==> src/core/palm_pkg.sv <==
// Package for the port A low pin multiplexer: source codes, reset values, sizes.
// Assumes a single synchronous clock domain and plain configuration ports.
package palm_pkg;
    localparam int PALM_PINS = 4;
    localparam int PALM_CODE_W = 4;
    localparam int PALM_PADCTL_W = 8;
    localparam int PALM_ROUTES = 15;
    typedef logic [PALM_CODE_W-1:0] palm_code_t;
    // Pad select source codes.
    localparam palm_code_t PALM_PAD_GPIO = 4'h0;
    localparam palm_code_t PALM_PAD_ALT1 = 4'h1;
    localparam palm_code_t PALM_PAD_ALT2 = 4'h2;
    localparam palm_code_t PALM_PAD_ALT3 = 4'h3;
    localparam palm_code_t PALM_PAD_RST = 4'h0;
    localparam logic [PALM_PADCTL_W-1:0] PALM_PADCTL_RST = 8'h00;
    // Input route codes.
    localparam palm_code_t PALM_RT_OFF = 4'h0;
    localparam palm_code_t PALM_RT_C1 = 4'h1;
    localparam palm_code_t PALM_RT_C2 = 4'h2;
    localparam palm_code_t PALM_RT_RST = 4'h0;
    // Route indices.
    localparam int RT_SCK_IN = 0;
    localparam int RT_TMR0_IN = 1;
    localparam int RT_IRQ0 = 2;
    localparam int RT_TMR1_IN = 3;
    localparam int RT_IRQ1 = 4;
    localparam int RT_BOOT1 = 5;
    localparam int RT_SDI = 6;
    localparam int RT_TMR2_IN = 7;
    localparam int RT_PWMA3_IN = 8;
    localparam int RT_IRQ2 = 9;
    localparam int RT_BOOT2 = 10;
    localparam int RT_TMR3_IN = 11;
    localparam int RT_CSEL_IN = 12;
    localparam int RT_PWMB3_IN = 13;
    localparam int RT_IRQ3 = 14;
    typedef enum logic {PALM_NORMAL, PALM_TRACE} palm_mode_e;
endpackage

==> src/core/palm_cfg_if.sv <==
// Interface carrying configuration from the register holder to the mux logic.
// Assumes both ends share one clock.
`timescale 1ns/1ps
interface palm_cfg_if;
    import palm_pkg::*;
    palm_code_t padSel [PALM_PINS];
    palm_code_t route [PALM_ROUTES];
    logic [PALM_PINS-1:0] traceOwn;
    modport regs (output padSel, output route, output traceOwn);
    modport mux (input padSel, input route, input traceOwn);
endinterface

==> src/core/palm_cfg_regs.sv <==
// Pad select and input route registers, written by plain load strobes.
// Assumes write strobes are synchronous one-cycle pulses.
`timescale 1ns/1ps
module palm_cfg_regs
    import palm_pkg::*;
(
    input wire logic clk,
    input wire logic sys_rst,
    input wire logic [PALM_PINS-1:0] padWe,
    input wire logic [PALM_CODE_W-1:0] padWdata,
    input wire logic [PALM_ROUTES-1:0] routeWe,
    input wire logic [PALM_CODE_W-1:0] routeWdata,
    input wire logic traceConnected,
    input wire logic [PALM_PINS-1:0] traceMask,
    palm_cfg_if.regs cfg
);
    palm_code_t pad_reg [PALM_PINS];
    palm_code_t pad_next [PALM_PINS];
    palm_code_t route_reg [PALM_ROUTES];
    palm_code_t route_next [PALM_ROUTES];
    palm_mode_e mode_reg, mode_next;

    always_comb begin
        for (int i = 0; i < PALM_PINS; i++) begin
            pad_next[i] = padWe[i] ? padWdata : pad_reg[i];
        end
        for (int j = 0; j < PALM_ROUTES; j++) begin
            route_next[j] = routeWe[j] ? routeWdata : route_reg[j];
        end
        mode_next = traceConnected ? PALM_TRACE : PALM_NORMAL;
    end

    always_ff @(posedge clk or posedge sys_rst) begin
        if (sys_rst) begin
            for (int i = 0; i < PALM_PINS; i++) pad_reg[i] <= PALM_PAD_RST;
            for (int j = 0; j < PALM_ROUTES; j++) route_reg[j] <= PALM_RT_RST;
            mode_reg <= PALM_NORMAL;
        end else begin
            pad_reg <= pad_next;
            route_reg <= route_next;
            mode_reg <= mode_next;
        end
    end

    assign cfg.padSel = pad_reg;
    assign cfg.route = route_reg;
    assign cfg.traceOwn = (mode_reg == PALM_TRACE) ? traceMask : '0;

    a_pad_write: assert property (@(posedge clk) disable iff (sys_rst)
        padWe[0] |=> pad_reg[0] == $past(padWdata)) else $error("pad write lost");
    a_route_write: assert property (@(posedge clk) disable iff (sys_rst)
        routeWe[0] |=> route_reg[0] == $past(routeWdata)) else $error("route write lost");
endmodule

==> src/core/palm_mux_core.sv <==
// Combinational pin output select and peripheral input route.
// Assumes configuration is stable registered state.
`timescale 1ns/1ps
module palm_mux_core
    import palm_pkg::*;
(
    palm_cfg_if.mux cfg,
    input wire logic [PALM_PINS-1:0] gpioOut,
    input wire logic [PALM_PINS-1:0] gpioOe,
    input wire logic [PALM_PINS-1:0] alt1Out,
    input wire logic [PALM_PINS-1:0] alt1Oe,
    input wire logic [PALM_PINS-1:0] alt2Out,
    input wire logic [PALM_PINS-1:0] alt2Oe,
    input wire logic [PALM_PINS-1:0] alt3Out,
    input wire logic [PALM_PINS-1:0] alt3Oe,
    input wire logic [PALM_PINS-1:0] traceOut,
    input wire logic [PALM_PINS-1:0] padIn,
    output logic [PALM_PINS-1:0] pinOut,
    output logic [PALM_PINS-1:0] pinDrive,
    output logic [PALM_ROUTES-1:0] periphIn
);
    // Pins with a documented function at each code.
    localparam logic [PALM_PINS-1:0] HAS_ALT1 = 4'hf;
    localparam logic [PALM_PINS-1:0] HAS_ALT2 = 4'hb;
    localparam logic [PALM_PINS-1:0] HAS_ALT3 = 4'hc;

    function automatic logic routeHit(palm_code_t code, palm_code_t want);
        return code == want;
    endfunction

    genvar g;
    generate
        for (g = 0; g < PALM_PINS; g++) begin : gPin
            always_comb begin
                pinOut[g] = 1'b0;
                pinDrive[g] = 1'b0;
                if (cfg.traceOwn[g]) begin
                    pinOut[g] = traceOut[g];
                    pinDrive[g] = 1'b1;
                end else begin
                    case (cfg.padSel[g])
                        PALM_PAD_GPIO: begin
                            pinOut[g] = gpioOut[g];
                            pinDrive[g] = gpioOe[g];
                        end
                        PALM_PAD_ALT1: begin
                            pinOut[g] = alt1Out[g] & HAS_ALT1[g];
                            pinDrive[g] = alt1Oe[g] & HAS_ALT1[g];
                        end
                        PALM_PAD_ALT2: begin
                            pinOut[g] = alt2Out[g] & HAS_ALT2[g];
                            pinDrive[g] = alt2Oe[g] & HAS_ALT2[g];
                        end
                        PALM_PAD_ALT3: begin
                            pinOut[g] = alt3Out[g] & HAS_ALT3[g];
                            pinDrive[g] = alt3Oe[g] & HAS_ALT3[g];
                        end
                        default: begin
                            pinOut[g] = 1'b0;
                            pinDrive[g] = 1'b0;
                        end
                    endcase
                end
            end
        end
    endgenerate

    always_comb begin
        periphIn[RT_SCK_IN] = routeHit(cfg.route[RT_SCK_IN], PALM_RT_C1) & padIn[0];
        periphIn[RT_TMR0_IN] = routeHit(cfg.route[RT_TMR0_IN], PALM_RT_C2) & padIn[0];
        periphIn[RT_IRQ0] = routeHit(cfg.route[RT_IRQ0], PALM_RT_C1) & padIn[0];
        periphIn[RT_TMR1_IN] = routeHit(cfg.route[RT_TMR1_IN], PALM_RT_C2) & padIn[1];
        periphIn[RT_IRQ1] = routeHit(cfg.route[RT_IRQ1], PALM_RT_C1) & padIn[1];
        periphIn[RT_BOOT1] = routeHit(cfg.route[RT_BOOT1], PALM_RT_OFF) & padIn[2];
        periphIn[RT_SDI] = routeHit(cfg.route[RT_SDI], PALM_RT_C2) & padIn[2];
        periphIn[RT_TMR2_IN] = routeHit(cfg.route[RT_TMR2_IN], PALM_RT_C2) & padIn[2];
        periphIn[RT_PWMA3_IN] = routeHit(cfg.route[RT_PWMA3_IN], PALM_RT_C1) & padIn[2];
        periphIn[RT_IRQ2] = routeHit(cfg.route[RT_IRQ2], PALM_RT_C1) & padIn[2];
        periphIn[RT_BOOT2] = routeHit(cfg.route[RT_BOOT2], PALM_RT_OFF) & padIn[3];
        periphIn[RT_TMR3_IN] = routeHit(cfg.route[RT_TMR3_IN], PALM_RT_C2) & padIn[3];
        periphIn[RT_CSEL_IN] = routeHit(cfg.route[RT_CSEL_IN], PALM_RT_C1) & padIn[3];
        periphIn[RT_PWMB3_IN] = routeHit(cfg.route[RT_PWMB3_IN], PALM_RT_C1) & padIn[3];
        periphIn[RT_IRQ3] = routeHit(cfg.route[RT_IRQ3], PALM_RT_C1) & padIn[3];
    end
endmodule

==> src/core/palm_top.sv <==
// Top of the port A low pin multiplexer; all outputs registered.
// Overview of operation
// Each pin has own pad select register.
// Each peripheral input has own route register.
// Connected trace tool overrides pad select.
// Pin 0: gpio, timer ch0, serial clock.
// Pin 0 feeds clock, timer0, irq0 inputs.
// Pin 1: gpio, timer ch1, serial data out.
// Pin 1 feeds timer1 and irq1 inputs.
// Pin 2: gpio, timer ch2, pwm primary ch3.
// Pin 2 feeds boot bit1 at code zero.
// Pin 2 feeds data, timer2, pwm, irq2.
// Pin 3: gpio, timer3, chip select, pwm secondary.
// Pin 3 feeds boot bit2 and timer3 input.
// Pin 3 feeds chip select, pwm, irq3.
// Reserved codes drive nothing, deliver inactive.
// Assumes pad inputs synchronous to clk; one cycle of register latency is accepted.
`timescale 1ns/1ps
module palm_top
    import palm_pkg::*;
(
    input wire logic clk,
    input wire logic sys_rst,
    input wire logic [PALM_PINS-1:0] padWe,
    input wire logic [PALM_CODE_W-1:0] padWdata,
    input wire logic [PALM_ROUTES-1:0] routeWe,
    input wire logic [PALM_CODE_W-1:0] routeWdata,
    input wire logic traceConnected,
    input wire logic [PALM_PINS-1:0] traceMask,
    input wire logic [PALM_PINS-1:0] traceOut,
    input wire logic [PALM_PINS-1:0] gpioOut,
    input wire logic [PALM_PINS-1:0] gpioOe,
    input wire logic [PALM_PINS-1:0] alt1Out,
    input wire logic [PALM_PINS-1:0] alt1Oe,
    input wire logic [PALM_PINS-1:0] alt2Out,
    input wire logic [PALM_PINS-1:0] alt2Oe,
    input wire logic [PALM_PINS-1:0] alt3Out,
    input wire logic [PALM_PINS-1:0] alt3Oe,
    input wire logic [PALM_PINS-1:0] padIn,
    output logic [PALM_PINS-1:0] padOut,
    output logic [PALM_PINS-1:0] padOeN,
    output logic [PALM_ROUTES-1:0] periphIn
);
    palm_cfg_if cfg ();
    logic [PALM_PINS-1:0] muxOut, muxDrive;
    logic [PALM_ROUTES-1:0] muxIn;
    logic [PALM_PINS-1:0] padOut_reg, padOut_next, padOeN_reg, padOeN_next;
    logic [PALM_ROUTES-1:0] periph_reg, periph_next;

    palm_cfg_regs uRegs (
        .clk(clk),
        .sys_rst(sys_rst),
        .padWe(padWe),
        .padWdata(padWdata),
        .routeWe(routeWe),
        .routeWdata(routeWdata),
        .traceConnected(traceConnected),
        .traceMask(traceMask),
        .cfg(cfg.regs)
    );

    palm_mux_core uMux (
        .cfg(cfg.mux),
        .gpioOut(gpioOut),
        .gpioOe(gpioOe),
        .alt1Out(alt1Out),
        .alt1Oe(alt1Oe),
        .alt2Out(alt2Out),
        .alt2Oe(alt2Oe),
        .alt3Out(alt3Out),
        .alt3Oe(alt3Oe),
        .traceOut(traceOut),
        .padIn(padIn),
        .pinOut(muxOut),
        .pinDrive(muxDrive),
        .periphIn(muxIn)
    );

    always_comb begin
        padOut_next = muxOut;
        padOeN_next = ~muxDrive;
        periph_next = muxIn;
    end

    always_ff @(posedge clk or posedge sys_rst) begin
        if (sys_rst) begin
            padOut_reg <= '0;
            padOeN_reg <= '1;
            periph_reg <= '0;
        end else begin
            padOut_reg <= padOut_next;
            padOeN_reg <= padOeN_next;
            periph_reg <= periph_next;
        end
    end

    assign padOut = padOut_reg;
    assign padOeN = padOeN_reg;
    assign periphIn = periph_reg;

    a_trace_override: assert property (@(posedge clk) disable iff (sys_rst)
        $past(traceConnected) && traceMask[0] && !$past(sys_rst)
        |=> !padOeN[0] && padOut[0] == $past(traceOut[0]))
        else $error("trace did not own pin");
    a_reserved_pad: assert property (@(posedge clk) disable iff (sys_rst)
        !cfg.traceOwn[2] && cfg.padSel[2] == PALM_PAD_ALT2 |=> padOeN[2])
        else $error("reserved code drove pin");
    a_gpio_pass: assert property (@(posedge clk) disable iff (sys_rst)
        !cfg.traceOwn[1] && cfg.padSel[1] == PALM_PAD_GPIO
        |=> padOeN[1] == !$past(gpioOe[1]) && padOut[1] == $past(gpioOut[1]))
        else $error("gpio not passed");
    a_high_reserved: assert property (@(posedge clk) disable iff (sys_rst)
        !cfg.traceOwn[3] && cfg.padSel[3] > PALM_PAD_ALT3 |=> padOeN[3] && !padOut[3])
        else $error("reserved pad active");
    a_alt1_pin0: assert property (@(posedge clk) disable iff (sys_rst)
        !cfg.traceOwn[0] && cfg.padSel[0] == PALM_PAD_ALT1
        |=> padOut[0] == $past(alt1Out[0]))
        else $error("timer ch0 not routed");
    a_serial_clk: assert property (@(posedge clk) disable iff (sys_rst)
        cfg.route[RT_SCK_IN] == PALM_RT_C1 |=> periphIn[RT_SCK_IN] == $past(padIn[0]))
        else $error("serial clock not routed");
    a_irq1_route: assert property (@(posedge clk) disable iff (sys_rst)
        cfg.route[RT_IRQ1] == PALM_RT_C1 |=> periphIn[RT_IRQ1] == $past(padIn[1]))
        else $error("irq1 not routed");
    a_boot1_dflt: assert property (@(posedge clk) disable iff (sys_rst)
        cfg.route[RT_BOOT1] == PALM_RT_OFF |=> periphIn[RT_BOOT1] == $past(padIn[2]))
        else $error("boot bit1 not routed");
    a_tmr2_route: assert property (@(posedge clk) disable iff (sys_rst)
        cfg.route[RT_TMR2_IN] != PALM_RT_C2 |=> !periphIn[RT_TMR2_IN])
        else $error("timer2 input leaked");
    a_pwm_second: assert property (@(posedge clk) disable iff (sys_rst)
        !cfg.traceOwn[3] && cfg.padSel[3] == PALM_PAD_ALT3
        |=> padOut[3] == $past(alt3Out[3]))
        else $error("pwm secondary not routed");
    a_tmr3_route: assert property (@(posedge clk) disable iff (sys_rst)
        cfg.route[RT_TMR3_IN] == PALM_RT_C2 |=> periphIn[RT_TMR3_IN] == $past(padIn[3]))
        else $error("timer3 not routed");
    a_irq3_route: assert property (@(posedge clk) disable iff (sys_rst)
        cfg.route[RT_IRQ3] == PALM_RT_C1 |=> periphIn[RT_IRQ3] == $past(padIn[3]))
        else $error("irq3 not routed");

    c_trace: cover property (@(posedge clk) traceConnected && traceMask != '0);
    c_alt2_pin1: cover property (@(posedge clk) cfg.padSel[1] == PALM_PAD_ALT2);
    c_irq0: cover property (@(posedge clk) periphIn[RT_IRQ0]);
endmodule

==> config.mk <==
export PLATFORM = sky130hd
export DESIGN_NAME = palm_top
export DESIGN_NICKNAME = d
export VERILOG_FILES = /design/src/core/palm_pkg.sv /design/src/core/palm_cfg_if.sv /design/src/core/palm_cfg_regs.sv /design/src/core/palm_mux_core.sv /design/src/core/palm_top.sv
export SDC_FILE = /design/constraint.sdc
export NUM_CORES = 1
export LEC_CHECK = 0
export BUFFER_PORTS_ARGS = -buffer_cell sky130_fd_sc_hd__buf_2
export CAP_MARGIN = 25
export CORE_ASPECT_RATIO = 0.75
export CORE_MARGIN = 1.5
export CORE_UTILIZATION = 47
export DETAILED_ROUTE_END_ITERATION = 10
export GPL_TIMING_DRIVEN = 0
export PLACE_DENSITY = 0.72
export SYNTH_ARGS = -nofsm -noshare
export SYNTH_HDL_FRONTEND = slang
export SYNTH_SLANG_ARGS = --single-unit
export TNS_END_PERCENT = 100
==> constraint.sdc <==
create_clock -name clk -period 3.2 [get_ports clk]
set_input_delay 0.64 -clock clk [delete_from_list [all_inputs] [get_ports clk]]
set_output_delay 0.64 -clock clk [all_outputs]
set_load 0.005 [all_outputs]
==> After elaboration in Yosys (flattened, before gate mapping) <==
Cells that the tools add are included.
{ "op_classes": {"n_addsub": 0, "mul": 0, "n_div": 0, "magnitude_cmp": 0, "n_eq_ne": 22, "shifts": 0, "muxes": 18, "bitwise": 16, "reduce_logical": 6} }
{ "op_table": {"columns": ["operator", "n"], "rows": [
  ["equality test 4 x 1 -> 1 bit (second input constant)", 12],
  ["equality test 4 x 2 -> 1 bit (second input constant)", 10],
  ["zero test 4 bit", 6],
  ["one-hot mux 1 bit (3 select lines)", 6],
  ["AND 1 bit", 15],
  ["two-way mux 1 bit", 9],
  ["one-hot mux 1 bit (4 select lines)", 2],
  ["two-way mux 4 bit", 1],
  ["inverter 4 bit", 1]
]} }
{ "word_totals": {"regBits": 100, "latch_bits": 0, "mem_bits_rw": 0, "mem_bits_ro": 0, "inputBits": 74, "output_inout_bits": 23, "word_cells": 85, "memories": 0} }

==> Longest topological paths before layout <==
Gate-level depths: netlist of run 1.
{ "logic_depth": {"depth_word": 4, "depth_mapped": 4, "ltp_nobuf": 3} }

==> Cells and area by module <==
A second synthesis of run 1 with hierarchy kept.
{ "hier_totals": {"cells_unflattened": 261, "hier_area_um2": 3967.6} }
{ "modules_own_cells": {"columns": ["mod", "instances", "cells_each", "area_per_inst_um2", "seq_area_each_um2"], "rows": [
  ["palm_cfg_regs", 1, 162, 2894.0, 1926.8],
  ["palm_top", 1, 28, 599.3, 580.6],
  ["palm_mux_core", 1, 71, 474.2, 0.0]
]} }

==> Worst setup path after synthesis of run 1 <==
No wires, ideal clock.
{ "synth_timing": {"path_type": "input-to-reg", "start": "input port alt3Oe[2]", "end": "register padOeN_reg[2] (netlist: padOeN[2])", "setup_ps": 73, "arrival_time_ps": 1261, "required_ps": 3127, "slack_ps": 1866, "stages": 3, "n_path_buf": 0, "path_cell_list": "mux2_1 a22o_1 a21boi_1"} }
{ "synth_between": {"elab_chain_len": 3} }
{ "synth_rtl": {"columns": ["element", "line", "text"], "rows": [
  ["start: declaration", "palm_top.sv:38", "input wire logic [PALM_PINS-1:0] alt3Oe,"],
  ["one-hot mux 1 bit (3 select lines)", "palm_mux_core.sv:41", "case (cfg.padSel[g])"],
  ["two-way mux 1 bit", "palm_mux_core.sv:37", "if (cfg.traceOwn[g]) begin"],
  ["inverter 4 bit", "palm_top.sv:81", "padOeN_next = ~muxDrive;"],
  ["net padOeN_next[2]", "palm_top.sv:47", "logic [PALM_PINS-1:0] padOut_reg, padOut_next, padOeN_reg, padOeN_next;"],
  ["end signal: assignment", "palm_top.sv:92", "padOeN_reg <= padOeN_next;"],
  ["end: declaration", "palm_top.sv:47", null]
]} }
The timed path passes the listed nets, and every way through them passes these cells.
A chain may end at the register's enable or synchronous reset.

==> Worst setup path in the final report of run 1 <==
{ "layout_timing": {"start": "register padOeN_reg[2] (netlist: padOeN[2])", "end": "output port padOeN[2]"} }
{ "layout_lines": {"columns": ["element", "line", "text"], "rows": [
  ["end: declaration", "palm_top.sv:41", "output logic [PALM_PINS-1:0] padOeN,"]
]} }
No word-level cell between the ends.

==> impl_metrics.json, run 1 <==
{
  "netlist.area_leader.share": 0.614,
  "post-route-min-period_ns": 1.62,
  "largest_register_ffs": 60,
  "timing.reg2reg.setup_slack_ns": 1.95,
  "place.gp.congestion": 0.798,
  "worstSetupPathType": "register to primary output",
  "worstPathCellList": "buf_2",
  "tritoncts.num_buffers": 9,
  "timing.rr.end": "padOeN[3]",
  "placedCellCount": 453,
  "synth-async-reset-ratio": 1.00,
  "synthXorXnorAreaFrac": 0,
  "path_clk_slew_ns": 0.10,
  "area_of_the_multi_input_gates_mm2": 0.00138,
  "cellPowerDensity_mw_per_mm2": 522,
  "timing_worst_slew_pin_value_ns": 0.578,
  "synth_top_cells_by_count": "sky130_fd_sc_hd__dfrtp_1, sky130_fd_sc_hd__mux2_2, sky130_fd_sc_hd__mux2_1",
  "synth_top_family_by_area": "multiplexers",
  "drv.max_cap_violation_count": 0,
  "io_pins": 97,
  "number_of_global_route_vias_before_repair": 2484,
  "worstReg2RegStart": "uRegs.cfg.padSel[0]",
  "synth-compound-area-share": 0.0282,
  "num_antenna_cells": 0,
  "core_area_mm2": 0.00799,
  "die_area_mm2": 0.00888,
  "synth_top_area_cell": "sky130_fd_sc_hd__dfrtp_1",
  "drc": 0,
  "drive_gt1_frac": 0.418,
  "detail_route.first_pass.iterations": 4,
  "worst_r2r_path_depth": 2,
  "cts_setup_buffers": 0,
  "cts_buffer_depth": 2,
  "setup_viol": 0,
  "totalNegativeSetupSlack_ns": 0,
  "pre_cts_slack_ns": 1.56,
  "path_max_fanout": 1,
  "utilization": 0.591,
  "synth_cells": 256,
  "top_post_synthesis_cells_by_area": "sky130_fd_sc_hd__dfrtp_1, sky130_fd_sc_hd__mux2_2, sky130_fd_sc_hd__mux2_1",
  "die_h_um": 82.0,
  "setup_repair_after_global_routing_missed_its_margin": "false",
  "floorplan.die.width_um": 108,
  "syn-mean-instance-area_um2": 15.3,
  "post_place_instance_area_mm2": 0.00454,
  "clock_insertion_delay_worst_skew_ns": 0.36,
  "post-route-worst-setup-slack_ns": 1.58,
  "timing.final.crit_share": 0.507,
  "crit_buf_inv": 1,
  "filler_cell_count": 639,
  "finalHoldViolCount": 0,
  "wl_per_cell_um": 15.9,
  "critical_path_arrival_ns": 0.98,
  "numClockSinks": 100,
  "synth-warning-count": 0,
  "cp_data_required_time_ns": 2.56,
  "post_synth_fa_ha_maj_area_fraction": 0,
  "ys_ff_latch": 100,
  "first_pass_grt_wire_length_um": 12200,
  "crit_path_max_incr_delay_ns": 0.53,
  "number_of_hold_buffers_added_after_cts": 0,
  "detail_route.iter0.violations": 41,
  "io_buffer_count": 90,
  "rows": 28,
  "areaGrowthSynthToFinish_pct": 20.8,
  "status": "complete, no violations",
  "max_slew_margin": 0.615,
  "post_synth_instance_area_mm2": 0.00391,
  "max_clock_freq_mhz": 616,
  "grt_antenna_before_repair": 0,
  "grt_use_total": 0.183,
  "overflow": 0,
  "synth_mux_area_frac": 0.242,
  "critPathTopFamily": "flip-flops",
  "cts_root_buffer": "sky130_fd_sc_hd__clkbuf_8",
  "routed_wl_um": 7440,
  "critical-path-slowest-cell": "sky130_fd_sc_hd__dfstp_2",
  "worst_voltage_drop_across_the_vdd_grid_mv": 0.345,
  "drt.antenna.violating_nets": 0,
  "stdcell_area_mm2": 0.00472,
  "grt_max_degree": 43,
  "crit_path_start_kind": "register",
  "synth_sequential_area_ratio": 0.641,
  "gates_resized_cts_repair": 0,
  "final_nets": 433,
  "vias_per_cell": 5.19,
  "num_vias": 2436,
  "crit_path_end_kind": "primary output",
  "place.detailed.hpwl_um": 5360,
  "area.sequential_mm2": 0.00251,
  "static_leak_uw": 0.00218,
  "yosys.cell_count.top_type": "sky130_fd_sc_hd__dfrtp_1",
  "yosys.cell_types.count": 28,
  "clock_skew_ns": 0.00854,
  "synthFlopType": "sky130_fd_sc_hd__dfrtp_1",
  "finalMaxSlewViolations": 0,
  "initial_utilization": 0.490,
  "fin_cells": 469,
  "synthSimpleGateAreaFrac": 0.0829,
  "h-tree-depth": 3,
  "synth_enable_flop_cells": 0,
  "hold_class": "primary input to async pin",
  "tritoncts": "built",
  "postSynthNetCount": 330
}
[final cells by class]
class	count	share of cell area
Buffer	5	0.00397
Clock buffer	12	0.0328
Clock inverter	4	0.00715
Inverter	1	0.00159
Multi-Input combinational cell	150	0.292
Sequential cell	100	0.531
Tap cell	105	0.0278
Timing Repair Buffer	92	0.104
[routing by layer]
metal  vias to the layer above  wire, um  global-route usage
li1                       1138         -                   -
met1                      1242      3720               0.256
met2                        52      3320               0.277
met3                         4       343              0.0659
met4                         0        48              0.0368
met5                         -         0                   0
[worst max-delay path by stage]
| stage | startpoint | endpoint | slack, ns | cells after the start |
|---|---|---|---|---|
| after floorplan | sys_rst | padOut[0] | 1.37 | 1 |
| after global placement | sys_rst | uRegs.cfg.route[28] | 0.77 | 2 |
| after detailed placement | sys_rst | padOeN[1] | 1.56 | 4 |
| after CTS | padOeN[2] | padOeN[2] | 1.55 | 1 |
| after global routing | padOeN[2] | padOeN[2] | 1.51 | 1 |
| final | padOeN[2] | padOeN[2] | 1.58 | 1 |
[report_power, final]
group	leakage, uW	switching (uW)	internal [uW]
sequential	0.00120	58.7	1380
combinational	0.000888	124	156
clock	0.0000928	419	330
[through the flow]
step | hold WS [ns] | power, uW
global route | 0.314 | 2590
global placement | 0.404 | 1730
finish | 0.309 | 2470
detailed placement | 0.411 | 1750
CTS | 0.312 | 2500
floorplan | 0.395 | 1610
[kinds of logic (layout without fill, tap and decap cells)]
kind of cell	after synthesis	after routing
flip-flops	100	100
buffers and inverters	6	114
AO/OA/AOI/OAI	15	15
AND/OR/NAND/NOR	52	52
multiplexers	83	83
[cells in the final DEF, fill, tap and decap left out, types with 2 or more instances in the layout]
master / instances
sky130_fd_sc_hd__mux2_1: 39
sky130_fd_sc_hd__mux2_2: 40
sky130_fd_sc_hd__dfrtp_1: 96
sky130_fd_sc_hd__dfstp_2: 4
sky130_fd_sc_hd__mux2i_1: 3
sky130_fd_sc_hd__clkinvlp_4: 2
sky130_fd_sc_hd__clkbuf_1: 6
sky130_fd_sc_hd__clkinv_4: 3
sky130_fd_sc_hd__nand3_1: 4
sky130_fd_sc_hd__nand2_1: 6
sky130_fd_sc_hd__clkbuf_8: 11
sky130_fd_sc_hd__nand4bb_1: 10
sky130_fd_sc_hd__a21boi_1: 2
sky130_fd_sc_hd__a22oi_1: 2
sky130_fd_sc_hd__nand3b_1: 2
sky130_fd_sc_hd__a22o_1: 2
sky130_fd_sc_hd__nor2b_1: 2
sky130_fd_sc_hd__nor4_1: 4
sky130_fd_sc_hd__and2_1: 2
sky130_fd_sc_hd__and4b_1: 2
sky130_fd_sc_hd__o21ai_1: 4
sky130_fd_sc_hd__buf_12: 2
sky130_fd_sc_hd__nor2_1: 18
sky130_fd_sc_hd__buf_2: 90
Note: power is estimated with default switching activity, not from simulation.
==> inputs of run 2 (changes only) <==
--- a/config.mk
+++ b/config.mk
@@ -9,10 +9,10 @@
 export CAP_MARGIN = 25
 export CORE_ASPECT_RATIO = 0.75
 export CORE_MARGIN = 1.5
-export CORE_UTILIZATION = 47
+export CORE_UTILIZATION = 53
 export DETAILED_ROUTE_END_ITERATION = 10
 export GPL_TIMING_DRIVEN = 0
-export PLACE_DENSITY = 0.72
+export PLACE_DENSITY = 0.76
 export SYNTH_ARGS = -nofsm -noshare
 export SYNTH_HDL_FRONTEND = slang
 export SYNTH_SLANG_ARGS = --single-unit
==> constraint.sdc (replaced) <==
create_clock -name clk -period 1.6 [get_ports clk]
set_input_delay 0.32 -clock clk [delete_from_list [all_inputs] [get_ports clk]]
set_output_delay 0.32 -clock clk [all_outputs]
set_load 0.005 [all_outputs]
==> run 2 against run 1 <==
Combinational power rose by 99%. Clock skew increased by 0.0014 ns. Critical endpoint is now padOeN[1]. Worst setup slack got worse by 1.3 ns. Register-to-register slack got worse by 1.6 ns. Total power is 110% higher.
==> impl_metrics.json, run 2 (synthesis gave the netlist of run 1 again) <==
{
  "status": "complete, no violations",
  "tritoncts.num_buffers": 9,
  "detail_route.first_pass.iterations": 4,
  "number_of_hold_buffers_added_after_cts": 0,
  "rows": 26,
  "detail_route.iter0.violations": 56,
  "path_clk_slew_ns": 0.09,
  "place.detailed.hpwl_um": 5210,
  "cts_root_buffer": "sky130_fd_sc_hd__clkbuf_8",
  "final_cell_mix": "sky130_fd_sc_hd__dfrtp_1, sky130_fd_sc_hd__buf_2, sky130_fd_sc_hd__mux2_2, sky130_fd_sc_hd__mux2_1, sky130_fd_sc_hd__nor2_1",
  "worst_voltage_drop_across_the_vdd_grid_mv": 0.540,
  "clock_skew_ns": 0.00998,
  "hold_class": "primary input to async pin",
  "setup_repair_after_global_routing_missed_its_margin": "false",
  "share_seq_of_total_power": 0.566,
  "static_leak_uw": 0.00219,
  "num_antenna_cells": 0,
  "h-tree-depth": 3,
  "drt.antenna.violating_nets": 0,
  "areaGrowthSynthToFinish_pct": 21.2,
  "drc": 0,
  "finalHoldViolCount": 0,
  "tritoncts": "built",
  "placedCellCount": 446,
  "largest_register_ffs": 60,
  "worst_r2r_path_depth": 2,
  "num_vias": 2407,
  "timing.rr.end": "padOeN[3]",
  "wl_per_cell_um": 15.8,
  "finalMaxSlewViolations": 0,
  "drive_gt1_frac": 0.419,
  "global_routing_usage_on_met3": 0.0505,
  "critical-path-slowest-cell": "sky130_fd_sc_hd__dfstp_2",
  "path_max_fanout": 1,
  "cp_data_required_time_ns": 1.28,
  "fin_cells": 461,
  "filler_cell_count": 539,
  "critical_path_arrival_ns": 0.99,
  "number_of_global_route_vias_before_repair": 2483,
  "critPathTopFamily": "flip-flops",
  "internal-power_uw": 3910,
  "timing.reg2reg.setup_slack_ns": 0.37,
  "vias_per_cell": 5.22,
  "die_h_um": 77.4,
  "core_area_mm2": 0.00696,
  "global_route.usage.met1": 0.284,
  "numClockSinks": 100,
  "globalRoute.busiestLayer": "met2",
  "overflow": 0,
  "routed_wl_um": 7270,
  "io_pins": 97,
  "crit_path_end_kind": "primary output",
  "io_buffer_count": 90,
  "worstReg2RegStart": "uRegs.cfg.padSel[0]",
  "die_area_mm2": 0.00791,
  "drv.max_cap_violation_count": 0,
  "max_slew_margin": 0.519,
  "cts_setup_buffers": 0,
  "crit_path_max_incr_delay_ns": 0.52,
  "cellPowerDensity_mw_per_mm2": 1070,
  "timing_worst_slew_pin_value_ns": 0.720,
  "layout.cells.most_common": "sky130_fd_sc_hd__dfrtp_1",
  "p_sw_uw": 1170,
  "initial_utilization": 0.562,
  "worstSetupPathType": "register to primary output",
  "cts_buffer_depth": 2,
  "grt_max_degree": 38,
  "switching_share": 0.230,
  "grt_util_met2": 0.319,
  "floorplan.die.width_um": 102,
  "clock_insertion_delay_worst_skew_ns": 0.35,
  "gates_resized_cts_repair": 0,
  "startpoint": "padOeN[1]",
  "grt_antenna_before_repair": 0,
  "utilization": 0.680,
  "final_nets": 433,
  "comb_power_share": 0.110,
  "crit_path_start_kind": "register",
  "clock_power_share": 0.324,
  "worstPathCellList": "buf_2",
  "place.gp.congestion": 0.848,
  "max_clock_freq_mhz": 765,
  "post-route-min-period_ns": 1.31,
  "first_pass_grt_wire_length_um": 12200,
  "grt_use_total": 0.204,
  "setup_viol": 0,
  "totalNegativeSetupSlack_ns": 0,
  "timing.final.crit_share": 0.816,
  "crit_buf_inv": 1
}
[run 2: cell count changes in the layout (fill, tap and decap cells not counted)]
| cell | previous run | this run |
|---|---|---|
| sky130_fd_sc_hd__bufinv_16 | 0 | 1 |
| sky130_fd_sc_hd__clkbuf_1 | 6 | 5 |
| sky130_fd_sc_hd__clkbuf_8 | 11 | 12 |
| sky130_fd_sc_hd__clkinv_4 | 3 | 0 |
| sky130_fd_sc_hd__clkinvlp_4 | 2 | 3 |
[run 2: worst max path at each step]
stage | end | slack [ns] | cells past startpoint
after floorplan | padOut[0] | 0.09 | 1
after global placement | uRegs.cfg.route[4] | -0.53 | 2
after detailed placement | uRegs.cfg.route[7] | 0.26 | 4
after CTS | padOeN[1] | 0.29 | 1
after global routing | padOeN[1] | 0.26 | 3
final | padOeN[1] | 0.29 | 1
[run 2: power by group through the flow]
| stage | clock, uW | sequential, uW | combinational, uW |
|---|---|---|---|
| 6_report | 1650 | 2880 | 558 |
| 4_1_cts | 1690 | 2880 | 567 |
| 2_1_floorplan | 0 | 2900 | 330 |
| 3_3_place_gp | 0 | 2910 | 533 |
| 5_1_grt | 1790 | 2910 | 623 |
| 3_5_place_dp | 0 | 2930 | 565 |
[run 2: layer usage]
metal	wire, um	up-vias	part of all wire
met5	0	-	0
met4	83	0	0.011
met3	295	8	0.041
met2	3420	60	0.47
met1	3470	1197	0.48
li1	-	1142	-
[run 2: per-stage QoR]
step / power [uW] / setup WS, ns / cell area (um^2) / hold WS [ns]
floorplan: 3230 / 0.0937 / 3910 / 0.351
global placement: 3450 / -0.527 / 4490 / 0.404
detailed placement: 3490 / 0.258 / 4530 / 0.407
CTS: 5130 / 0.286 / 4740 / 0.0608
global route: 5330 / 0.257 / 4740 / 0.0566
finish: 5080 / 0.294 / 4740 / 0.0740
[run 2: layout make-up]
| type | instances | area (um^2) | share of cell area |
|---|---|---|---|
| Clock inverter | 3 | 45.0 | 0.00951 |
| Inverter | 1 | 7.51 | 0.00158 |
| Tap cell | 98 | 123 | 0.0259 |
| Multi-Input combinational cell | 150 | 1380 | 0.291 |
| Clock buffer | 12 | 165 | 0.0349 |
| Buffer | 5 | 18.8 | 0.00396 |
| Sequential cell | 100 | 2510 | 0.529 |
| Timing Repair Buffer | 92 | 490 | 0.104 |
==> inputs of run 3 (changes only) <==
--- a/config.mk
+++ b/config.mk
@@ -5,14 +5,15 @@
 export SDC_FILE = /design/constraint.sdc
 export NUM_CORES = 1
 export LEC_CHECK = 0
+export ABC_AREA = 1
 export BUFFER_PORTS_ARGS = -buffer_cell sky130_fd_sc_hd__buf_2
 export CAP_MARGIN = 25
 export CORE_ASPECT_RATIO = 0.75
 export CORE_MARGIN = 1.5
-export CORE_UTILIZATION = 53
+export CORE_UTILIZATION = 48
 export DETAILED_ROUTE_END_ITERATION = 10
 export GPL_TIMING_DRIVEN = 0
-export PLACE_DENSITY = 0.76
+export PLACE_DENSITY = 0.73
 export SYNTH_ARGS = -nofsm -noshare
 export SYNTH_HDL_FRONTEND = slang
 export SYNTH_SLANG_ARGS = --single-unit
==> constraint.sdc (replaced) <==
create_clock -name clk -period 1.2 [get_ports clk]
set_input_delay 0.24 -clock clk [delete_from_list [all_inputs] [get_ports clk]]
set_output_delay 0.24 -clock clk [all_outputs]
set_load 0.005 [all_outputs]
==> run 3 against run 2 <==
Total power grew 30%. Synthesized cell count is 46% higher. Critical endpoint unchanged. The flow now finishes with violations (negative hold slack, negative setup slack). Largest power group unchanged. Area after synthesis is 1.2% higher.
==> impl_metrics.json, run 3 <==
{
  "place.gp.congestion": 0.776,
  "timing.reg2reg.setup_slack_ns": 0.23,
  "netlist.area_leader.share": 0.607,
  "grt_antenna_before_repair": 0,
  "drt.antenna.violating_nets": 0,
  "max_clock_freq_mhz": 812,
  "synth_top_area_cell": "sky130_fd_sc_hd__dfrtp_1",
  "max_slew_margin": 0.630,
  "core_area_mm2": 0.00795,
  "setup_viol": 4,
  "path_clk_slew_ns": 0.10,
  "detail_route.first_pass.iterations": 4,
  "yosys.cell_count.top_type": "sky130_fd_sc_hd__dfrtp_1",
  "crit_path_end_kind": "primary output",
  "worstSetupPathType": "register to primary output",
  "critPathTopFamily": "flip-flops",
  "totalPowerFinal_uw": 6600,
  "initial_utilization": 0.498,
  "ys_ff_latch": 100,
  "filler_cell_count": 702,
  "synth-warning-count": 0,
  "overflow": 0,
  "floorplan.die.width_um": 108,
  "critical-path-slowest-cell": "sky130_fd_sc_hd__dfstp_2",
  "worst_r2r_path_depth": 5,
  "h-tree-depth": 3,
  "worstReg2RegStart": "uRegs.cfg.padSel[3]",
  "areaGrowthSynthToFinish_pct": 21.2,
  "cts_setup_buffers": 0,
  "cts_root_buffer": "sky130_fd_sc_hd__clkbuf_8",
  "wl_per_cell_um": 13.7,
  "worst_voltage_drop_across_the_vdd_grid_mv": 0.746,
  "crit_path_start_kind": "register",
  "die_h_um": 81.6,
  "cellPowerDensity_mw_per_mm2": 1380,
  "grt_use_total": 0.194,
  "routed_wl_um": 8040,
  "timing_worst_slew_pin_value_ns": 0.554,
  "clock_insertion_delay_worst_skew_ns": 0.36,
  "timing.hold.ws_ns": -0.0840,
  "pre_cts_slack_ns": -0.0753,
  "final_nets": 551,
  "numClockSinks": 100,
  "rows": 28,
  "cts_buffer_depth": 2,
  "failed_checks": "negative hold slack, negative setup slack",
  "hold_class": "primary input to async pin",
  "post-route-min-period_ns": 1.23,
  "synth_cells": 373,
  "cp_data_required_time_ns": 0.96,
  "io_pins": 97,
  "top_post_synthesis_cells_by_area": "sky130_fd_sc_hd__dfrtp_1, sky130_fd_sc_hd__mux2_2, sky130_fd_sc_hd__nand2_1",
  "io_buffer_count": 90,
  "crit_path_max_incr_delay_ns": 0.55,
  "yosys.cell_types.count": 16,
  "vias_per_cell": 4.91,
  "synth_enable_flop_cells": 0,
  "final_cell_mix": "sky130_fd_sc_hd__dfrtp_1, sky130_fd_sc_hd__buf_2, sky130_fd_sc_hd__nand2_1, sky130_fd_sc_hd__inv_1, sky130_fd_sc_hd__o21ai_0",
  "post-route-worst-setup-slack_ns": -0.0310,
  "number_of_global_route_vias_before_repair": 2774,
  "static_leak_uw": 0.00243,
  "timing.rr.end": "padOut[3]",
  "status": "complete, but fails checks",
  "synth_sequential_area_ratio": 0.634,
  "die_area_mm2": 0.00880,
  "first_pass_grt_wire_length_um": 13000,
  "syn-mean-instance-area_um2": 10.6,
  "tritoncts": "built",
  "timing.final.crit_share": 1.03,
  "critical_path_arrival_ns": 0.99,
  "synth-async-reset-ratio": 1.00,
  "largest_register_ffs": 60,
  "utilization": 0.603,
  "post_synth_instance_area_mm2": 0.00396,
  "synthFlopType": "sky130_fd_sc_hd__dfrtp_1",
  "drc": 0,
  "crit_buf_inv": 1,
  "drive_gt1_frac": 0.320,
  "drv.max_cap_violation_count": 0,
  "num_antenna_cells": 0,
  "place.detailed.hpwl_um": 5900,
  "detail_route.iter0.violations": 107,
  "num_vias": 2883,
  "grt_max_degree": 44,
  "tritoncts.num_buffers": 9,
  "synth_top_cells_by_count": "sky130_fd_sc_hd__dfrtp_1, sky130_fd_sc_hd__nand2_1, sky130_fd_sc_hd__inv_1",
  "layout.cells.most_common": "sky130_fd_sc_hd__dfrtp_1",
  "number_of_hold_buffers_added_after_cts": 1,
  "clock_skew_ns": 0.0108,
  "finalMaxSlewViolations": 0,
  "worstPathCellList": "buf_6",
  "postSynthNetCount": 447,
  "path_max_fanout": 1,
  "finalHoldViolCount": 23,
  "setup_repair_after_global_routing_missed_its_margin": "true"
}
[run 3: cell types whose count changed after synthesis, moves of 5 or more]
cell / before / now
sky130_fd_sc_hd__inv_1: 1 / 52
sky130_fd_sc_hd__nor3_1: 0 / 15
sky130_fd_sc_hd__mux2_2: 40 / 29
sky130_fd_sc_hd__clkbuf_1: 5 / 0
sky130_fd_sc_hd__nor2_1: 18 / 5
sky130_fd_sc_hd__nand3_1: 4 / 28
sky130_fd_sc_hd__nand2_1: 6 / 65
sky130_fd_sc_hd__mux2_1: 39 / 0
sky130_fd_sc_hd__nand4_1: 0 / 19
sky130_fd_sc_hd__nand4bb_1: 10 / 0
sky130_fd_sc_hd__o21ai_0: 0 / 47
[run 3: power by group]
group / internal [uW] / leakage [uW] / total (uW) / switching [uW]
combinational: 348 / 0.00112 / 796 / 448
clock: 822 / 0.0000853 / 2010 / 1190
sequential: 3660 / 0.00122 / 3790 / 133
total: 4830 / 0.00243 / 6600 / 1770
[run 3: cell families (layout without fill, tap and decap cells)]
kind of cell,after synthesis,in the layout,share of synthesized area
muxes,29,29,0.0825
and+or+nand+nor,139,139,0.168
AOI/OAI and AO/OA,48,48,0.0607
DFF,100,100,0.634
buffers and inverters,57,166,0.0553
[run 3: worst max-delay path by stage]
stage                         start                  end  depth (start not counted)
final                     padOeN[1]            padOeN[1]                          1
after global routing      padOeN[3]            padOeN[3]                          1
after CTS                 padOeN[2]            padOeN[2]                          1
after detailed placement    sys_rst            padOeN[2]                          4
after global placement      sys_rst  uRegs.cfg.route[17]                          2
after floorplan             sys_rst            padOut[0]                          1
[run 3: per-stage QoR]
stage | instances | TNS [ns] | instance area, um^2 | hold WS, ns
after global placement | 568 | -81.59 | 4540 | 0.349
final | 587 | -0.0865 | 4790 | -0.0840
after global routing | 587 | -0.252 | 4790 | -0.0673
after detailed placement | 570 | -0.264 | 4580 | 0.329
after CTS | 587 | -0.140 | 4780 | -0.0717
after floorplan | 373 | -21.73 | 3960 | 0.271
[run 3: layout make-up]
cell class	instances	area, um^2	area share
buffer	4	20.0	0.00418
inverter	53	203	0.0423
multi-input combinational	216	1230	0.257
sequential	100	2510	0.523
tap	105	131	0.0274
timing repair buffer	93	519	0.108
clock buffer	10	138	0.0287
clock inverter	6	45.0	0.00939
[run 3: timing repair]
| item | CTS | global route |
|---|---|---|
| gates resized for setup | 1 | 2 |
| endpoints found under the setup margin | 4 | 4 |
| hold endpoints to repair | 24 | 23 |
[run 3: metal layers]
| metal | GRT usage | up-vias | routed length, um |
|---|---|---|---|
| li1 | - | 1450 | - |
| met1 | 0.269 | 1367 | 3780 |
| met2 | 0.307 | 59 | 3850 |
| met3 | 0.0524 | 7 | 340 |
| met4 | 0.0487 | 0 | 68 |
| met5 | 0 | - | 0 |
